==> src/shared/eki_regs.vh <==
// What this block does
// - Low external pin can set its latch
// - Vector fetch acknowledge clears both latches
// - External acknowledge write clears external latch
// - Keypad acknowledge write clears keypad latch
// - Reset clears latches and sensitivity bits
// - Edge-only or edge-plus-level per source
// - Edge mode: latch holds until acknowledge
// - Level mode: needs acknowledge and pin high
// - Mask blocks forwarding, latch keeps state
// - Edge after acknowledge sets latch again
// - External pending flag ignores mask
// - Break with clear disabled blocks acknowledge writes, not vector fetch
// - Break clear enabled lets acknowledges clear
// - Six keypad enables, also drive pullups
// - One keypad latch, one keypad mask
// - Latch when enabled pin falls after all high
// - Edge mode: no latch if another low
// - Level mode: request while any enabled pin low
// - Acknowledge bits always read zero
// - Keypad pending flag ignores mask
`ifndef EKI_REGS_VH
`define EKI_REGS_VH
// Register offsets
`define EKI_ADDR_SCR 4'h0
`define EKI_ADDR_KEN 4'h1
// Status and control register fields
`define EKI_EXT_LEVEL_BIT 0
`define EKI_EXT_MASK_BIT 1
`define EKI_EXT_ACK_BIT 2
`define EKI_EXT_PEND_BIT 3
`define EKI_KEY_LEVEL_BIT 4
`define EKI_KEY_MASK_BIT 5
`define EKI_KEY_ACK_BIT 6
`define EKI_KEY_PEND_BIT 7
// Reset values
`define EKI_SCR_RESET 4'h0
`define EKI_KEN_RESET 6'h00
`endif

==> src/logic/eki_top.v <==
`timescale 1ns/1ps
`default_nettype none
`include "eki_regs.vh"
module eki_top #(
   parameter KEY_PINS = 6
) (
   input wire mclk,
   input wire rst,
   input wire [3:0] reg_addr,
   input wire [7:0] reg_wdata,
   input wire reg_wr,
   input wire reg_rd,
   output reg [7:0] reg_rdata,
   input wire ext_int_pin_n,
   input wire [KEY_PINS-1:0] keypad_pins_n,
   input wire vector_fetch_ack,
   input wire break_active,
   input wire break_clear_enable,
   output wire ext_irq_req,
   output wire keypad_irq_req,
   output wire [KEY_PINS-1:0] keypad_pullup_en
);
////////////////////////////////////////////////////////////////////////////////
// Pin synchronisers (three stages)
reg [2:0] ext_sync_reg; // External pin sync chain
reg ext_pin_reg; // Filtered external pin level
reg ext_prev_reg; // Previous filtered level
reg [KEY_PINS-1:0] key_s1_reg; // Keypad first stage
reg [KEY_PINS-1:0] key_s2_reg; // Keypad second stage
reg [KEY_PINS-1:0] key_s3_reg; // Keypad third stage
reg [KEY_PINS-1:0] key_pin_reg; // Filtered keypad levels
reg key_any_low_prev_reg; // Previous combined state
// Control state
reg ext_level_sense_sel; // External sensitivity
reg ext_mask_bit; // External mask
reg keypad_level_sense_sel; // Keypad sensitivity
reg keypad_mask_bit; // Keypad mask
reg [KEY_PINS-1:0] keypad_pin_enables; // Keypad pin enables
reg ext_latch_reg; // External request latch
reg key_latch_reg; // Keypad request latch
reg ext_ack_mem_reg; // External acknowledge seen while pin low
reg key_ack_mem_reg; // Keypad acknowledge seen while pins low
// Combinational terms
wire key_any_low; // Some enabled pin low
wire ext_fall; // External falling edge
wire key_fall; // Combined keypad falling edge
wire scr_wr; // Status/control write
wire ack_ok; // Software acknowledge allowed
wire ext_sw_ack; // External software acknowledge
wire key_sw_ack; // Keypad software acknowledge
wire ext_clear; // External clear condition
wire key_clear; // Keypad clear condition
wire ext_ack; // Any external acknowledge
wire key_ack; // Any keypad acknowledge
wire ext_set; // External set condition
wire key_set; // Keypad set condition
////////////////////////////////////////////////////////////////////////////////
// Sample pins; a level counts once stages two and three agree
always @(posedge mclk)
begin
   if (rst)
   begin
      ext_sync_reg <= 3'h7;
      ext_pin_reg <= 1'h1;
      ext_prev_reg <= 1'h1;
      key_s1_reg <= {KEY_PINS{1'b1}};
      key_s2_reg <= {KEY_PINS{1'b1}};
      key_s3_reg <= {KEY_PINS{1'b1}};
      key_pin_reg <= {KEY_PINS{1'b1}};
      key_any_low_prev_reg <= 1'h0;
   end
   else
   begin
      ext_sync_reg <= {ext_sync_reg[1:0], ext_int_pin_n};
      if (ext_sync_reg[1] == ext_sync_reg[2])
      begin
         ext_pin_reg <= ext_sync_reg[2];
      end
      ext_prev_reg <= ext_pin_reg;
      key_s1_reg <= keypad_pins_n;
      key_s2_reg <= key_s1_reg;
      key_s3_reg <= key_s2_reg;
      // Per pin agreement of stages two and three
      key_pin_reg <= (key_s2_reg & key_s3_reg) | (key_pin_reg & (key_s2_reg | key_s3_reg));
      key_any_low_prev_reg <= key_any_low;
   end
end
////////////////////////////////////////////////////////////////////////////////
// Edge and level decode
assign key_any_low = |(~key_pin_reg & keypad_pin_enables);
assign ext_fall = ext_prev_reg & ~ext_pin_reg;
assign key_fall = key_any_low & ~key_any_low_prev_reg;
assign scr_wr = reg_wr && (reg_addr == `EKI_ADDR_SCR);
assign ack_ok = ~break_active | break_clear_enable;
assign ext_sw_ack = scr_wr & reg_wdata[`EKI_EXT_ACK_BIT] & ack_ok;
assign key_sw_ack = scr_wr & reg_wdata[`EKI_KEY_ACK_BIT] & ack_ok;
assign ext_ack = vector_fetch_ack | ext_sw_ack;
assign key_ack = vector_fetch_ack | key_sw_ack;
// Level mode also sets on a low level
assign ext_set = ext_fall | (ext_level_sense_sel & ~ext_pin_reg);
assign key_set = key_fall | (keypad_level_sense_sel & key_any_low);
// Level mode holds while the pin stays low; an earlier acknowledge still counts
assign ext_clear = (ext_ack | ext_ack_mem_reg) &
                   ~(ext_level_sense_sel & ~ext_pin_reg);
assign key_clear = (key_ack | key_ack_mem_reg) &
                   ~(keypad_level_sense_sel & key_any_low);
////////////////////////////////////////////////////////////////////////////////
// Remember an acknowledge given while a level request is still held low
always @(posedge mclk)
begin
   if (rst)
   begin
      ext_ack_mem_reg <= 1'h0;
      key_ack_mem_reg <= 1'h0;
   end
   else
   begin
      // A new edge or an idle latch forgets the acknowledge
      if (ext_fall | ~ext_latch_reg)
      begin
         ext_ack_mem_reg <= 1'h0;
      end
      else if (ext_ack & ext_level_sense_sel & ~ext_pin_reg)
      begin
         ext_ack_mem_reg <= 1'h1;
      end
      if (key_fall | ~key_latch_reg)
      begin
         key_ack_mem_reg <= 1'h0;
      end
      else if (key_ack & keypad_level_sense_sel & key_any_low)
      begin
         key_ack_mem_reg <= 1'h1;
      end
   end
end
////////////////////////////////////////////////////////////////////////////////
// Request latches; a new edge wins over an acknowledge
always @(posedge mclk)
begin
   if (rst)
   begin
      ext_latch_reg <= 1'h0;
      key_latch_reg <= 1'h0;
   end
   else
   begin
      if (ext_set)
      begin
         ext_latch_reg <= 1'h1;
      end
      else if (ext_clear)
      begin
         ext_latch_reg <= 1'h0;
      end
      if (key_set)
      begin
         key_latch_reg <= 1'h1;
      end
      else if (key_clear)
      begin
         key_latch_reg <= 1'h0;
      end
   end
end
////////////////////////////////////////////////////////////////////////////////
// Register writes
always @(posedge mclk)
begin
   if (rst)
   begin
      ext_level_sense_sel <= 1'h0;
      ext_mask_bit <= 1'h0;
      keypad_level_sense_sel <= 1'h0;
      keypad_mask_bit <= 1'h0;
      keypad_pin_enables <= `EKI_KEN_RESET;
   end
   else if (reg_wr)
   begin
      case (reg_addr)
         `EKI_ADDR_SCR:
         begin
            ext_level_sense_sel <= reg_wdata[`EKI_EXT_LEVEL_BIT];
            ext_mask_bit <= reg_wdata[`EKI_EXT_MASK_BIT];
            keypad_level_sense_sel <= reg_wdata[`EKI_KEY_LEVEL_BIT];
            keypad_mask_bit <= reg_wdata[`EKI_KEY_MASK_BIT];
         end
         `EKI_ADDR_KEN:
         begin
            keypad_pin_enables <= reg_wdata[KEY_PINS-1:0];
         end
         default:
         begin
            keypad_pin_enables <= keypad_pin_enables;
         end
      endcase
   end
end
////////////////////////////////////////////////////////////////////////////////
// Register reads, data one cycle after the strobe
always @(posedge mclk)
begin
   if (rst)
   begin
      reg_rdata <= 8'h00;
   end
   else if (reg_rd)
   begin
      case (reg_addr)
         `EKI_ADDR_SCR:
         begin
            // Acknowledge bits read zero
            reg_rdata <= {ext_latch_reg | key_latch_reg ? 8'h00 : 8'h00} |
                         ({7'h00, key_latch_reg} << `EKI_KEY_PEND_BIT) |
                         ({7'h00, keypad_mask_bit} << `EKI_KEY_MASK_BIT) |
                         ({7'h00, keypad_level_sense_sel} << `EKI_KEY_LEVEL_BIT) |
                         ({7'h00, ext_latch_reg} << `EKI_EXT_PEND_BIT) |
                         ({7'h00, ext_mask_bit} << `EKI_EXT_MASK_BIT) |
                         ({7'h00, ext_level_sense_sel} << `EKI_EXT_LEVEL_BIT);
         end
         `EKI_ADDR_KEN:
         begin
            reg_rdata <= {{(8-KEY_PINS){1'b0}}, keypad_pin_enables};
         end
         default:
         begin
            reg_rdata <= 8'h00;
         end
      endcase
   end
   else
   begin
      reg_rdata <= 8'h00;
   end
end
////////////////////////////////////////////////////////////////////////////////
// Outputs to the CPU priority logic and pin pullups
assign ext_irq_req = ext_latch_reg & ~ext_mask_bit;
assign keypad_irq_req = key_latch_reg & ~keypad_mask_bit;
assign keypad_pullup_en = keypad_pin_enables;
endmodule
`default_nettype wire

==> config.mk <==
export PLATFORM = sky130hd
export DESIGN_NAME = eki_top
export DESIGN_NICKNAME = d
export VERILOG_FILES = /design/src/logic/eki_top.v
export VERILOG_INCLUDE_DIRS = /design/src /design/src/shared
export SDC_FILE = /design/constraint.sdc
export NUM_CORES = 1
export LEC_CHECK = 0
export ABC_AREA = 1
export ABC_CLOCK_PERIOD_IN_PS = 2750
export BUFFER_PORTS_ARGS = -buffer_cell sky130_fd_sc_hd__buf_2
export CAP_MARGIN = 5
export CELL_PAD_IN_SITES_DETAIL_PLACEMENT = 1
export CELL_PAD_IN_SITES_GLOBAL_PLACEMENT = 1
export CORE_UTILIZATION = 41
export CTS_CLUSTER_DIAMETER = 150
export DETAILED_ROUTE_END_ITERATION = 10
export GPL_ROUTABILITY_DRIVEN = 0
export PLACE_DENSITY_LB_ADDON = 0.1
export SETUP_SLACK_MARGIN = 0.4
export SLEW_MARGIN = 20
export SYNTH_ARGS = -nofsm -noshare
export SYNTH_HDL_FRONTEND = slang
export SYNTH_SLANG_ARGS = --single-unit
==> constraint.sdc <==
create_clock -name mclk -period 2.75 [get_ports mclk]
set_input_delay 0.275 -clock mclk [delete_from_list [all_inputs] [get_ports mclk]]
set_output_delay 0.275 -clock mclk [all_outputs]
set_load 0.01 [all_outputs]
After elaboration in Yosys (flattened, before gate mapping)
Index checks and enable logic that the tools add are counted.
Widths: inputs -> output; s select.
Storage, ports and cells
  flip-flop bits (word level): 52
  latch bits: 0
  RAM bits: 0
  ROM bits: 0
  output and inout bits: 16
  memories: 0
Cells by class
  $add $sub $neg: 0
  $mul: 0
  divide/modulo/power cells: 0
  magnitude comparators: 0
  eq/ne operators: 2
  shift-type cells: 0
  multiplexer cells: 5
  bitwise gates (word level): 46
  reductions and logical operators: 10
Operators by type and width (number)
  $and 6x6->6: 3
  $and 1x1->1: 16
  $pmux 8 s2: 1
  $or 6x6->6: 2
  $not 1->1: 10
  $or 1x1->1: 9
  $or 8x1->8: 1
  $or 8x2->8: 1
  $or 8x4->8: 1
  $or 8x5->8: 1
  $or 8x6->8: 1
  $not 6->6: 1
  $reduce_or 2->1: 3
  $reduce_or 6->1: 1
  $eq 4x1->1 const B: 1
  $logic_not 4->1: 1
  $mux 1: 4
  $reduce_and 2->1: 2
  $reduce_bool 2->1: 2
  $eq 1x1->1: 1
  $logic_and 1x1->1: 1

Depth between registers and ports, before layout
Gate-level depths: netlist (run 1).
  word-level depth: 9
  mapped depth: 8
  mapped depth without buffers: 8

Worst setup path after synthesis (run 1)
No wires, ideal clock.
  kind: input-to-reg
  from: in reg_addr[3]
  to: reg keypad_pin_enables[1], in the netlist keypad_pullup_en[1]
  arrival: 925 ps
  slack: 1708 ps
  stages: 7
  path through: nor2_4 nand3b_4 nor2_4 inv_2 buf_6 o21ai_1 a21oi_1
Between the ends
  longest elaborated chain between the ends: 2
RTL lines
  start: declaration: line eki_top.v:9  | input wire [3:0] reg_addr,
  $eq 4x1->1: line eki_top.v:180  | case (reg_addr)
  $reduce_and 2->1 (no source line)
  end signal: assignment: line eki_top.v:176  | keypad_pin_enables <= `EKI_KEN_RESET;
  end signal: assignment: line eki_top.v:190  | keypad_pin_enables <= reg_wdata[KEY_PINS-1:0];
  end signal: assignment: line eki_top.v:194  | keypad_pin_enables <= keypad_pin_enables;
  end: declaration: line eki_top.v:38  | reg [KEY_PINS-1:0] keypad_pin_enables;
No other way between the ends.
A chain may end at the register's enable or synchronous reset.

Final worst setup path (run 1)
  from: reg ext_latch_reg
  to: out ext_irq_req
Between the ends
  longest elaborated chain between the ends: 1
RTL lines
  start: declaration: line eki_top.v:39  | reg ext_latch_reg;
  start signal: assignment: line eki_top.v:143  | ext_latch_reg <= 1'h0;
  start signal: assignment: line eki_top.v:150  | ext_latch_reg <= 1'h1;
  start signal: assignment: line eki_top.v:154  | ext_latch_reg <= 1'h0;
  $and 1x1->1: line eki_top.v:238  | assign ext_irq_req = ext_latch_reg & ~ext_mask_bit;
  end: declaration: line eki_top.v:19  | output wire ext_irq_req,
No other way between the ends.

==> flow_summary.rst, run 1 <==
.. list-table::
   :header-rows: 1

   * - Metric
     - Value
   * - Seq/Total Area, Yosys
     - 55.9%
   * - Average size of a mapped cell
     - 8.65 um^2
   * - CP startpoint kind
     - flop
   * - Worst min path class
     - in -> reg
   * - Total of buffers placed on input and output ports
     - 39
   * - Leading cell type in the layout, fill and taps excluded
     - sky130_fd_sc_hd__dfxtp_1
   * - First-pass GRT wire length
     - 5.84 mm
   * - Design Area, Final
     - 2170 um^2
   * - Initial DRT Pass Iterations
     - 4
   * - Synthesized-area fraction occupied by ao, oa, aoi and oai cells
     - 14.9%
   * - Utilization of the core after routing
     - 52.4%
   * - Site Rows
     - 23
   * - Min Tclk post-route
     - 1.25 ns
   * - Die height
     - 68.7 um
   * - Inserted Diodes
     - 0
   * - TritonCTS clock tree
     - built
   * - Most frequent cells in the layout
     - 51 x sky130_fd_sc_hd__dfxtp_1, 39 x sky130_fd_sc_hd__buf_2, 32 x sky130_fd_sc_hd__inv_1
   * - Largest family of logic cells by synthesized area
     - simple AND/OR/NAND/NOR gates
   * - CORE AREA
     - 4140 um^2
   * - Number of nets in the final layout
     - 276
   * - Number of antenna-violating nets in the routed design
     - 0
   * - Achievable clock frequency
     - 801 MHz
   * - Share of synthesized cell area in full adder, half adder and majority cells
     - 0%
   * - Reg clk slew, reported paths
     - 0.09 ns
   * - Final slew viol count
     - 0
   * - Worst hold path depth
     - 2
   * - R2r endpoint
     - key_latch_reg
   * - Required time worst endpoint
     - 2.48 ns
   * - Nets in the synthesized netlist
     - 237
   * - Ys Warns
     - 0
   * - Most flops, register
     - reg_rdata
   * - Largest fanout of any net on the critical path
     - 3
   * - Total power density per cell area
     - 662 nW/um^2
   * - Die boundary width
     - 68.7 um
   * - Number of storage elements in the synthesis netlist
     - 51
   * - Number of DRC violations after detailed routing
     - 0
   * - DR WL/cell
     - 11.7 um
   * - Maximum level of the CTS H-tree
     - 2
   * - Number of CTS-inserted buffers
     - 5
   * - Post-detail-place hpwl
     - 2.52 mm
   * - Maximum Capacitance Violations
     - 0
   * - Start point of the worst min-delay path
     - keypad_pins_n[5]
   * - Share of the synthesized netlist area taken by xor and xnor gates
     - 0%
   * - Ratio of routed vias to standard cells
     - 4.73
   * - Fraction of the mapped netlist area in simple logic gates
     - 19.6%
   * - Number of distinct library cells after synthesis
     - 25
   * - Starting DRC count in detailed routing
     - 63
   * - Final worst path period share
     - 45.4%
   * - Die outline area
     - 4720 um^2
   * - Final routed wirelength across all metal layers
     - 3.52 mm
   * - Fillers
     - 523
   * - Gate count of the mapped netlist
     - 211
   * - Number of sinks on the clock net
     - 51
   * - Hold worst-path end
     - key_s1_reg[5]
   * - R2R depth
     - 6
   * - Largest buffer count on any clock path
     - 2
   * - Type of destination of the critical path
     - output port
   * - Static leakage
     - 0.000964 uW
   * - Syn-to-layout area delta
     - 19.1%
   * - Final-layout setup total negative slack
     - 0 ns
   * - Clk Latency, worst-skew pair
     - 0.30 ns
   * - Setup fix buffers added after clock tree synthesis
     - 0
   * - Total grt overflow
     - 0
   * - Met2 usage in global routing
     - 29.2%
   * - Hold Violations, Final
     - 0
   * - Run status
     - finished, final reports clean
   * - Maximum number of pins on one net before global-route repair
     - 33
   * - Root cell of the clock tree
     - sky130_fd_sc_hd__clkbuf_8
   * - Unrepaired setup endpoints after global routing
     - false
   * - Slack of the worst reg-to-reg path
     - 1.69 ns
   * - Ports placed on the boundary
     - 42
   * - All-layer global routing usage
     - 17.8%
   * - Cts-stage hold buffer count
     - 0
   * - Most Crowded Layer GR
     - met2
   * - Path type of the worst setup path
     - reg -> out
   * - Largest clock skew in the final design
     - 0.00858 ns
   * - Post-placement cell area
     - 2040 um^2
   * - Total via count in the routed design
     - 1,423
   * - Share of cell area taken by muxes after synthesis
     - 0%
   * - GRT met1 Usage
     - 21.0%
   * - Number of instances resized during post-cts repair
     - 0
   * - Worst ir drop on vdd
     - 0.000329 V
   * - Setup Viol. Count Final
     - 0
   * - Flip-flop count of the largest register after layout
     - 7
   * - Syn Std Cell Area
     - 1830 um^2
   * - Fraction of layout cells with a size suffix above 1
     - 30.7%
   * - Worst EP arrival
     - 0.97 ns
   * - Via count of the first global-routing pass
     - 1,294
   * - Number of antenna violations at the first check in global routing
     - 0
   * - Initial Util
     - 44.1%
   * - Worst r2r src
     - keypad_pullup_en[2]
   * - Total power draw
     - 1440 uW
   * - Global-route met3 utilization
     - 5.76%
synthesized netlist by cell type, drive strengths merged:
master	count	area share, %
o211ai	1	0.41
conb	1	0.21
a21oi	22	6.2
nand3b	1	1.1
o21bai	1	0.62
nand3	4	1.4
o22ai	5	1.7
buf	3	1.6
o21ai	21	6.0
nor3	2	0.55
nand2	24	4.9
nor2	17	4.5
or2	21	7.2
dfxtp	51	56
clkbuf	4	0.89
inv	33	6.8
per-layer routing:
layer / up-vias / share of wire (%)
met4: 0 / 1.8
met2: 39 / 45
met1: 643 / 48
met3: 5 / 5.9
li1: 736 / -
met5: - / 0
power by group:
group          internal, uW  switching, uW
Clock                   363            247
Sequential              754           6.87
Combinational          30.5           37.1
worst max path at each step:
| stage | from | to | slack, ns | cells past startpoint |
|---|---|---|---|---|
| after global routing | rst | reg_rdata[2] | 1.34 | 4 |
| after global placement | rst | reg_rdata[7] | 1.21 | 4 |
| after CTS | ext_latch_reg | ext_irq_req | 1.46 | 3 |
| final | ext_latch_reg | ext_irq_req | 1.50 | 3 |
| after detailed placement | rst | reg_rdata[5] | 1.19 | 4 |
| after floorplan | reg_addr[3] | keypad_pullup_en[1] | 1.71 | 7 |
final cells by class:
type | count | area (um^2) | share of cell area, %
Clock buffer | 5 | 68.8 | 3.17
Clock inverter | 3 | 67.6 | 3.11
Tap cell | 50 | 62.6 | 2.88
Sequential cell | 51 | 1020 | 47.0
Inverter | 33 | 124 | 5.70
Multi-Input combinational cell | 120 | 634 | 29.2
Timing Repair Buffer | 39 | 195 | 8.98
metrics by stage:
step / hold slack (ns) / cells / setup slack (ns)
2_1_floorplan: 0.379 / 211 / 1.71
3_3_place_gp: 0.391 / 293 / 1.21
3_5_place_dp: 0.395 / 293 / 1.19
4_1_cts: 0.135 / 301 / 1.46
5_1_grt: 0.127 / 301 / 1.34
6_report: 0.147 / 301 / 1.50
critical path, cell delays in order, from the launching register on:
cell,delay [ns]
sky130_fd_sc_hd__dfxtp_1,0.35
sky130_fd_sc_hd__inv_1,0.08
sky130_fd_sc_hd__nor2_1,0.10
sky130_fd_sc_hd__buf_2,0.14
cell families (layout without fill, tap and decap cells):
logic type | Yosys count | count (layout)
buf+inv | 40 | 80
flops | 51 | 51
other cells | 1 | 1
simple gates | 69 | 69
compound gates | 50 | 50
Power figures use the tool's default switching activity.
==> inputs of run 2 (changes only) <==
--- a/config.mk
+++ b/config.mk
@@ -7,12 +7,12 @@
 export NUM_CORES = 1
 export LEC_CHECK = 0
 export ABC_AREA = 1
-export ABC_CLOCK_PERIOD_IN_PS = 2750
+export ABC_CLOCK_PERIOD_IN_PS = 1170
 export BUFFER_PORTS_ARGS = -buffer_cell sky130_fd_sc_hd__buf_2
 export CAP_MARGIN = 5
 export CELL_PAD_IN_SITES_DETAIL_PLACEMENT = 1
 export CELL_PAD_IN_SITES_GLOBAL_PLACEMENT = 1
-export CORE_UTILIZATION = 41
+export CORE_UTILIZATION = 38
 export CTS_CLUSTER_DIAMETER = 150
 export DETAILED_ROUTE_END_ITERATION = 10
 export GPL_ROUTABILITY_DRIVEN = 0
==> constraint.sdc (replaced) <==
create_clock -name mclk -period 1.17 [get_ports mclk]
set_input_delay 0.117 -clock mclk [delete_from_list [all_inputs] [get_ports mclk]]
set_output_delay 0.117 -clock mclk [all_outputs]
set_load 0.01 [all_outputs]
==> flow_summary.rst, run 2 (synthesis gave the netlist of run 1 again) <==
.. list-table::
   :header-rows: 1

   * - Metric
     - Value
   * - Worst min path class
     - in -> reg
   * - Number of nets in the final layout
     - 288 (+4.3%)
   * - Total via count in the routed design
     - 1,476 (+3.7%)
   * - Number of antenna violations at the first check in global routing
     - 0 (unchanged)
   * - Final routed wirelength across all metal layers
     - 3.89 mm (+10%)
   * - Worst path setup slack after routing
     - 0.166 ns (-1.34 ns)
   * - Number of antenna-violating nets in the routed design
     - 0 (unchanged)
   * - Placement Setup Slack
     - 0.137 ns (-1.06 ns)
   * - Path type of the worst setup path
     - reg -> out
   * - CP cell instances
     - inv_2 > nor2_2 > buf_2
   * - Hold Violations, Final
     - 7 (+7)
   * - Number of sinks on the clock net
     - 51 (unchanged)
   * - TritonCTS clock tree
     - built
   * - Number of DRC violations after detailed routing
     - 7 (+7)
   * - Utilization of the core after routing
     - 54.2% (+1.8 points)
   * - Fillers
     - 519 (-0.76%)
   * - Initial DRT Pass Iterations
     - 7 (+3)
   * - Violated checks
     - design-rule violations, negative hold slack
   * - Die outline area
     - 5090 um^2 (+7.7%)
   * - CP peak stage delay
     - 0.34 ns (about the same)
   * - Maximum number of pins on one net before global-route repair
     - 32 (-3.0%)
   * - Most frequent cells in the layout
     - 32 x sky130_fd_sc_hd__dfxtp_1, 32 x sky130_fd_sc_hd__buf_2, 21 x sky130_fd_sc_hd__or2_2
   * - First-pass GRT wire length
     - 6.31 mm (+8.0%)
   * - Die boundary width
     - 71.3 um (+3.8%)
   * - Maximum level of the CTS H-tree
     - 2 (unchanged)
   * - Run status
     - complete, but fails checks
   * - Top delay family on crit path
     - flip-flops
   * - Ports placed on the boundary
     - 42 (unchanged)
   * - Type of destination of the critical path
     - output port
   * - Ratio of routed vias to standard cells
     - 4.70 (-0.57%)
   * - Clk Latency, worst-skew pair
     - 0.30 ns (about the same)
   * - Inserted Diodes
     - 0 (unchanged)
   * - Total power density per cell area
     - 1300 nW/um^2 (+96%)
   * - Static leakage
     - 0.00102 uW (+5.8%)
   * - Largest clock skew in the final design
     - 0.00760 ns (-0.000984 ns)
   * - Count of buffer and inverter cells on the critical path
     - 2 (unchanged)
   * - Site Rows
     - 24 (+4.3%)
   * - Reg clk slew, reported paths
     - 0.09 ns (about the same)
   * - Achievable clock frequency
     - 996 MHz
   * - Final worst path period share
     - 85.8%
   * - Fraction of layout cells with a size suffix above 1
     - 53.1% (+22 points)
   * - DR WL/cell
     - 12.4 um (+5.8%)
   * - Total power draw
     - 3150 uW (+120%)
   * - Number of CTS-inserted buffers
     - 5 (unchanged)
   * - Worst EP arrival
     - 0.89 ns (-0.08 ns)
   * - Flip-flop count of the largest register after layout
     - 7 (unchanged)
   * - Most flops, register
     - reg_rdata
   * - Final-layout setup total negative slack
     - 0 ns (unchanged)
   * - Initial Util
     - 40.8% (-3.3 points)
   * - Required time worst endpoint
     - 1.05 ns (-1.43 ns)
   * - Setup Viol. Count Final
     - 0 (unchanged)
   * - Largest buffer count on any clock path
     - 2 (unchanged)
   * - Hold Slack
     - -0.00512 ns (-0.152 ns)
   * - Unrepaired setup endpoints after global routing
     - true
   * - Min Tclk post-route
     - 1.00 ns
   * - Starting DRC count in detailed routing
     - 40 (-37%)
   * - Post-detail-place hpwl
     - 2.74 mm (+8.5%)
   * - Maximum Capacitance Violations
     - 0 (unchanged)
   * - Critical Path Slowest Stage Cell
     - sky130_fd_sc_hd__dfxtp_2
   * - CP startpoint kind
     - flop
   * - Largest fanout of any net on the critical path
     - 2 (-1)
   * - Total of buffers placed on input and output ports
     - 39 (unchanged)
   * - Via count of the first global-routing pass
     - 1,391 (+7.5%)
   * - CORE AREA
     - 4470 um^2 (+8.0%)
   * - Final slew viol count
     - 0 (unchanged)
   * - Worst ir drop on vdd
     - 0.000627 V (+91%)
   * - Syn-to-layout area delta
     - 32.9%
   * - Die height
     - 71.3 um (+3.8%)
   * - Total grt overflow
     - 0 (unchanged)
   * - All-layer global routing usage
     - 16.4% (-1.4 points)
   * - Root cell of the clock tree
     - sky130_fd_sc_hd__clkbuf_8
run 2: layout make-up:
type	instances	area, um^2	share of cell area [%]
clock buffers	6	72.6	2.99
clock inverters	1	30.0	1.24
inverters	33	124	5.11
multi-input cells	120	736	30.3
flip-flops and latches	51	1050	43.3
well taps	52	65.1	2.68
repair buffers	51	349	14.4
run 2: layer usage:
metal / share of wire (%) / vias to the layer above / wire length (um) / track usage (%)
met4: 1.1 / 0 / 43 / 6.67
li1: - / 760 / - / -
met5: 0 / - / 0 / 0
met2: 48 / 41 / 1880 / 27.0
met3: 6.2 / 5 / 239 / 4.92
met1: 44 / 670 / 1720 / 20.0
run 2: where the power goes:
part	internal (uW)	switching (uW)	leakage, uW
registers	1770	18.4	0.000420
clock network	627	538	0.0000513
logic	95.3	103	0.000548
total	2490	660	0.00102
run 2: worst paths after layout:
check	from	end	slack, ns	depth (start not counted)
worst max-delay path	ext_latch_reg	ext_irq_req	0.17	3
worst min-delay path	keypad_pins_n[1]	key_s1_reg[1]	-0.005	2
worst max register to register	keypad_pullup_en[1]	key_ack_mem_reg	0.19	7
worst min register to register	key_s1_reg[0]	key_s2_reg[0]	0.42	1
run 2: repair_timing:
action / CTS / global route
gates resized for setup: 23 / 42
endpoints found under the hold margin: 7 / 7
pin swaps: 7 / 18
setup buffers: 3 / 4
setup endpoints to repair: 21 / 30
run 2: per-stage QoR:
stage	instance area, um^2	hold WS [ns]	cells
floorplan	1830	0.221	211
global placement	2090	0.299	300
detailed placement	2090	0.303	300
CTS	2290	-0.0221	310
global route	2430	-0.0250	314
finish	2430	-0.00512	314
==> inputs of run 3 (changes only) <==
--- a/config.mk
+++ b/config.mk
@@ -6,13 +6,13 @@
 export SDC_FILE = /design/constraint.sdc
 export NUM_CORES = 1
 export LEC_CHECK = 0
-export ABC_AREA = 1
+export ABC_AREA = 0
 export ABC_CLOCK_PERIOD_IN_PS = 1170
 export BUFFER_PORTS_ARGS = -buffer_cell sky130_fd_sc_hd__buf_2
 export CAP_MARGIN = 5
 export CELL_PAD_IN_SITES_DETAIL_PLACEMENT = 1
 export CELL_PAD_IN_SITES_GLOBAL_PLACEMENT = 1
-export CORE_UTILIZATION = 38
+export CORE_UTILIZATION = 39
 export CTS_CLUSTER_DIAMETER = 150
 export DETAILED_ROUTE_END_ITERATION = 10
 export GPL_ROUTABILITY_DRIVEN = 0
==> flow_summary.rst, run 3 <==
.. list-table::
   :header-rows: 1

   * - Metric
     - Value
   * - Maximum Capacitance Violations
     - 0 (unchanged)
   * - Root cell of the clock tree
     - sky130_fd_sc_hd__clkbuf_8
   * - R2r endpoint
     - key_ack_mem_reg
   * - Seq/Total Area, Yosys
     - 57.8% (+1.9 points)
   * - Final routed wirelength across all metal layers
     - 6.15 mm (+58%)
   * - Ratio of routed vias to standard cells
     - 5.36 (+14%)
   * - Die boundary width
     - 69.3 um (-2.8%)
   * - Most frequent cells in the layout
     - 32 x sky130_fd_sc_hd__dfxtp_1, 30 x sky130_fd_sc_hd__buf_6, 27 x sky130_fd_sc_hd__buf_2
   * - Switching share of total power
     - 24.0% (+3.0 points)
   * - Die height
     - 69.3 um (-2.8%)
   * - Via count of the first global-routing pass
     - 1,776 (+28%)
   * - DR WL/cell
     - 19.5 um (+57%)
   * - Min Tclk post-route
     - 1.18 ns (+0.180 ns)
   * - Final worst path period share
     - 101% (+15 points)
   * - Cell type contributing the most total cell area after synthesis
     - sky130_fd_sc_hd__dfxtp_1
   * - Top cells by area, synth
     - sky130_fd_sc_hd__dfxtp_1 58%, sky130_fd_sc_hd__or2_2 8.2%, sky130_fd_sc_hd__a21oi_1 5.7%
   * - Die outline area
     - 4800 um^2 (-5.6%)
   * - Most common cell on crit path
     - sky130_fd_sc_hd__o221a_4
   * - All-layer global routing usage
     - 22.7% (+6.3 points)
   * - Internal power contribution
     - 2410 uW (-3.2%)
   * - Flip-flop count of the largest register after layout
     - 7 (unchanged)
   * - Clock network fraction of total power
     - 33.9% (-3.1 points)
   * - Total via count in the routed design
     - 1,693 (+15%)
   * - Largest fanout of any net on the critical path
     - 2 (unchanged)
   * - Site Rows
     - 24 (unchanged)
   * - Post-detail-place hpwl
     - 3.07 mm (+12%)
   * - Total grt overflow
     - 0 (unchanged)
   * - Worst r2r src
     - key_pin_reg[4]
   * - Type of destination of the critical path
     - flop
   * - Critical Path Slowest Stage Cell
     - sky130_fd_sc_hd__dfxtp_2
   * - Ports placed on the boundary
     - 42 (unchanged)
   * - Required time worst endpoint
     - 1.37 ns (+0.32 ns)
   * - Placed Cells
     - 283 (-5.7%)
   * - Top delay family on crit path
     - compound AO/OA/AOI/OAI gates
   * - Path type of the worst setup path
     - reg -> reg
   * - CP peak stage delay
     - 0.34 ns (about the same)
   * - Layout Cells excl Fill
     - 316 (+0.64%)
   * - Final-layout setup total negative slack
     - -0.0135 ns (-0.0135 ns)
   * - Inserted Diodes
     - 0 (unchanged)
   * - Number of DRC violations after detailed routing
     - 0 (-7)
   * - Setup Viol. Count Final
     - 1 (+1)
   * - CORE AREA
     - 4350 um^2 (-2.7%)
   * - Initial DRT Pass Iterations
     - 4 (-3)
   * - Maximum number of pins on one net before global-route repair
     - 19 (-41%)
   * - Nets in the synthesized netlist
     - 209 (-12%)
   * - Total power density per cell area
     - 1050 nW/um^2 (-19%)
   * - Number of nets in the final layout
     - 289 (+0.35%)
   * - Violated checks
     - negative setup slack
   * - Largest buffer count on any clock path
     - 2 (unchanged)
   * - Fraction of layout cells with a size suffix above 1
     - 68.2% (+15 points)
   * - Gate count of the mapped netlist
     - 183 (-13%)
   * - Ys Warns
     - 0 (unchanged)
   * - Slack of the worst reg-to-reg path
     - -0.01 ns (-0.20 ns)
   * - Number of antenna-violating nets in the routed design
     - 0 (unchanged)
   * - Average size of a mapped cell
     - 9.65 um^2 (+12%)
   * - Most frequently used cell type in the post-synthesis netlist
     - sky130_fd_sc_hd__dfxtp_1
   * - Hold Violations, Final
     - 0 (-7)
   * - Initial Util
     - 40.5% (-0.25 points)
   * - Async SR Flop Fraction
     - 0% (unchanged)
   * - Achievable clock frequency
     - 845 MHz (-15%)
   * - CP cell instances
     - nand2b_4 > o2111ai_4 > o221a_4 > o221a_4
   * - Unrepaired setup endpoints after global routing
     - true
   * - Count of flip-flops with a built-in enable after synthesis
     - 0 (unchanged)
   * - Number of storage elements in the synthesis netlist
     - 51 (unchanged)
   * - Most flops, register
     - reg_rdata
   * - Starting DRC count in detailed routing
     - 78 (+95%)
   * - Leading cell type in the layout, fill and taps excluded
     - sky130_fd_sc_hd__dfxtp_1
   * - Final slew viol count
     - 0 (unchanged)
   * - Clk Latency, worst-skew pair
     - 0.30 ns (about the same)
   * - Top FF cell, synth
     - sky130_fd_sc_hd__dfxtp_1
   * - Reg clk slew, reported paths
     - 0.10 ns (about the same)
   * - Worst ir drop on vdd
     - 0.000777 V (+24%)
   * - Worst min path class
     - in -> reg
   * - Worst EP arrival
     - 1.39 ns (+0.50 ns)
   * - Largest clock skew in the final design
     - 0.00844 ns (+0.000849 ns)
   * - Static leakage
     - 0.00121 uW (+19%)
   * - Utilization of the core after routing
     - 69.2% (+15 points)
   * - Number of CTS-inserted buffers
     - 5 (unchanged)
   * - CP startpoint kind
     - flop
   * - Cell count along the critical path
     - 4 (+1)
   * - Number of antenna violations at the first check in global routing
     - 0 (unchanged)
   * - Hold Slack
     - 0.0948 ns (+0.0999 ns)
   * - Startpoint of the most critical setup path
     - key_pin_reg[4]
   * - First-pass GRT wire length
     - 8.45 mm (+34%)
   * - Fraction of synthesized cell area taken by the top area cell type
     - 57.8% (+1.9 points)
   * - Net Switching
     - 760 uW (+15%)
   * - Commonest cells in the synthesized netlist
     - 51 x sky130_fd_sc_hd__dfxtp_1, 23 x sky130_fd_sc_hd__or2_2, 20 x sky130_fd_sc_hd__a21oi_1
   * - Comb power frac
     - 9.7% (+3.4 points)
   * - Syn Std Cell Area
     - 1770 um^2 (-3.3%)
   * - Total of buffers placed on input and output ports
     - 39 (unchanged)
   * - TritonCTS clock tree
     - built
   * - Number of sinks on the clock net
     - 51 (unchanged)
   * - Critical path capture point
     - key_ack_mem_reg
   * - Number of distinct library cells after synthesis
     - 25 (unchanged)
   * - R2R depth
     - 4 (-3)
   * - Worst path setup slack after routing
     - -0.0135 ns (-0.180 ns)
   * - Count of buffer and inverter cells on the critical path
     - 0 (-2)
   * - Maximum level of the CTS H-tree
     - 2 (unchanged)
   * - Proportion of power drawn by flip-flops and latches
     - 56.4% (-0.3 points)
   * - Run status
     - complete, but fails checks
   * - Syn-to-layout area delta
     - 70.7%
## run 3: cell count changes after synthesis, sizes merged, moves of 3 or more
cell	change
o22ai	-3
o21bai	+6
nand3	+6
nor2b	+4
nand2b	+6
nand2	-12
a22oi	+5
o21ai	-21
inv	-28
## run 3: repair_timing
action | 4_1_cts | 5_1_grt
pin swaps | 15 | 21
resized for setup | 65 | 45
endpoints found under the hold margin | 7 | 0
hold buffers | 7 | 0
gates cloned | 1 | 0
endpoints found under the setup margin | 38 | 43
buffers inserted | 13 | 4
## run 3: layout make-up
type,count,area [um^2]
fill,441,1340
clock buffer,6,82.6
sequential,51,1050
multi-input combinational,118,1070
clock inverter,2,16.3
tap,52,65.1
timing repair buffer,82,713
inverter,5,21.3
## run 3: per-stage QoR
stage	setup slack (ns)	area, um^2	total power [uW]
3_5_place_dp	-0.122	2270	2030
2_1_floorplan	-0.00557	1960	1940
6_report	-0.0135	3010	3170
4_1_cts	-0.0236	2800	3140
5_1_grt	-0.0604	3010	3290
3_3_place_gp	-0.0650	2270	2020
## run 3: worst min-delay path, cell delays in order
cell	delay, ns
sky130_fd_sc_hd__buf_2	0.13
sky130_fd_sc_hd__nand3_2	0.08
sky130_fd_sc_hd__a21oi_2	0.04
## run 3: metal layers
layer | routed length, um | vias to the layer above | global-route usage [%]
met2 | 3370 | 69 | 40.8
met5 | 0 | - | 0
met4 | 209 | 0 | 13.2
met1 | 2340 | 825 | 24.7
met3 | 225 | 22 | 4.22
li1 | - | 777 | -
## run 3: how the worst min path moves through the flow
stage | start | endpoint | slack [ns] | depth (start not counted)
floorplan | ext_int_pin_n | ext_sync_reg[0] | 0.23 | 1
global placement | keypad_pins_n[2] | key_s1_reg[2] | 0.31 | 2
detailed placement | ext_int_pin_n | ext_sync_reg[0] | 0.31 | 2
CTS | reg_wdata[3] | keypad_pullup_en[3] | 0.06 | 3
global route | reg_wdata[5] | keypad_pullup_en[5] | 0.09 | 3
finish | reg_wdata[5] | keypad_pullup_en[5] | 0.09 | 3
## run 3: cell families after synthesis
group | after synthesis | share of synthesized area (%)
flip-flops | 51 | 57.8
other | 1 | 0.212
AND/OR/NAND/NOR | 78 | 24.0
buffers and inverters | 14 | 3.33
AO/OA/AOI/OAI | 39 | 14.6
## run 3: power by group through the flow
stage / sequential, uW / clock, uW / combinational, uW
2_1_floorplan: 1820 / 0 / 116
3_3_place_gp: 1820 / 0 / 192
3_5_place_dp: 1830 / 0 / 199
4_1_cts: 1790 / 1090 / 264
5_1_grt: 1790 / 1170 / 325
6_report: 1790 / 1080 / 308
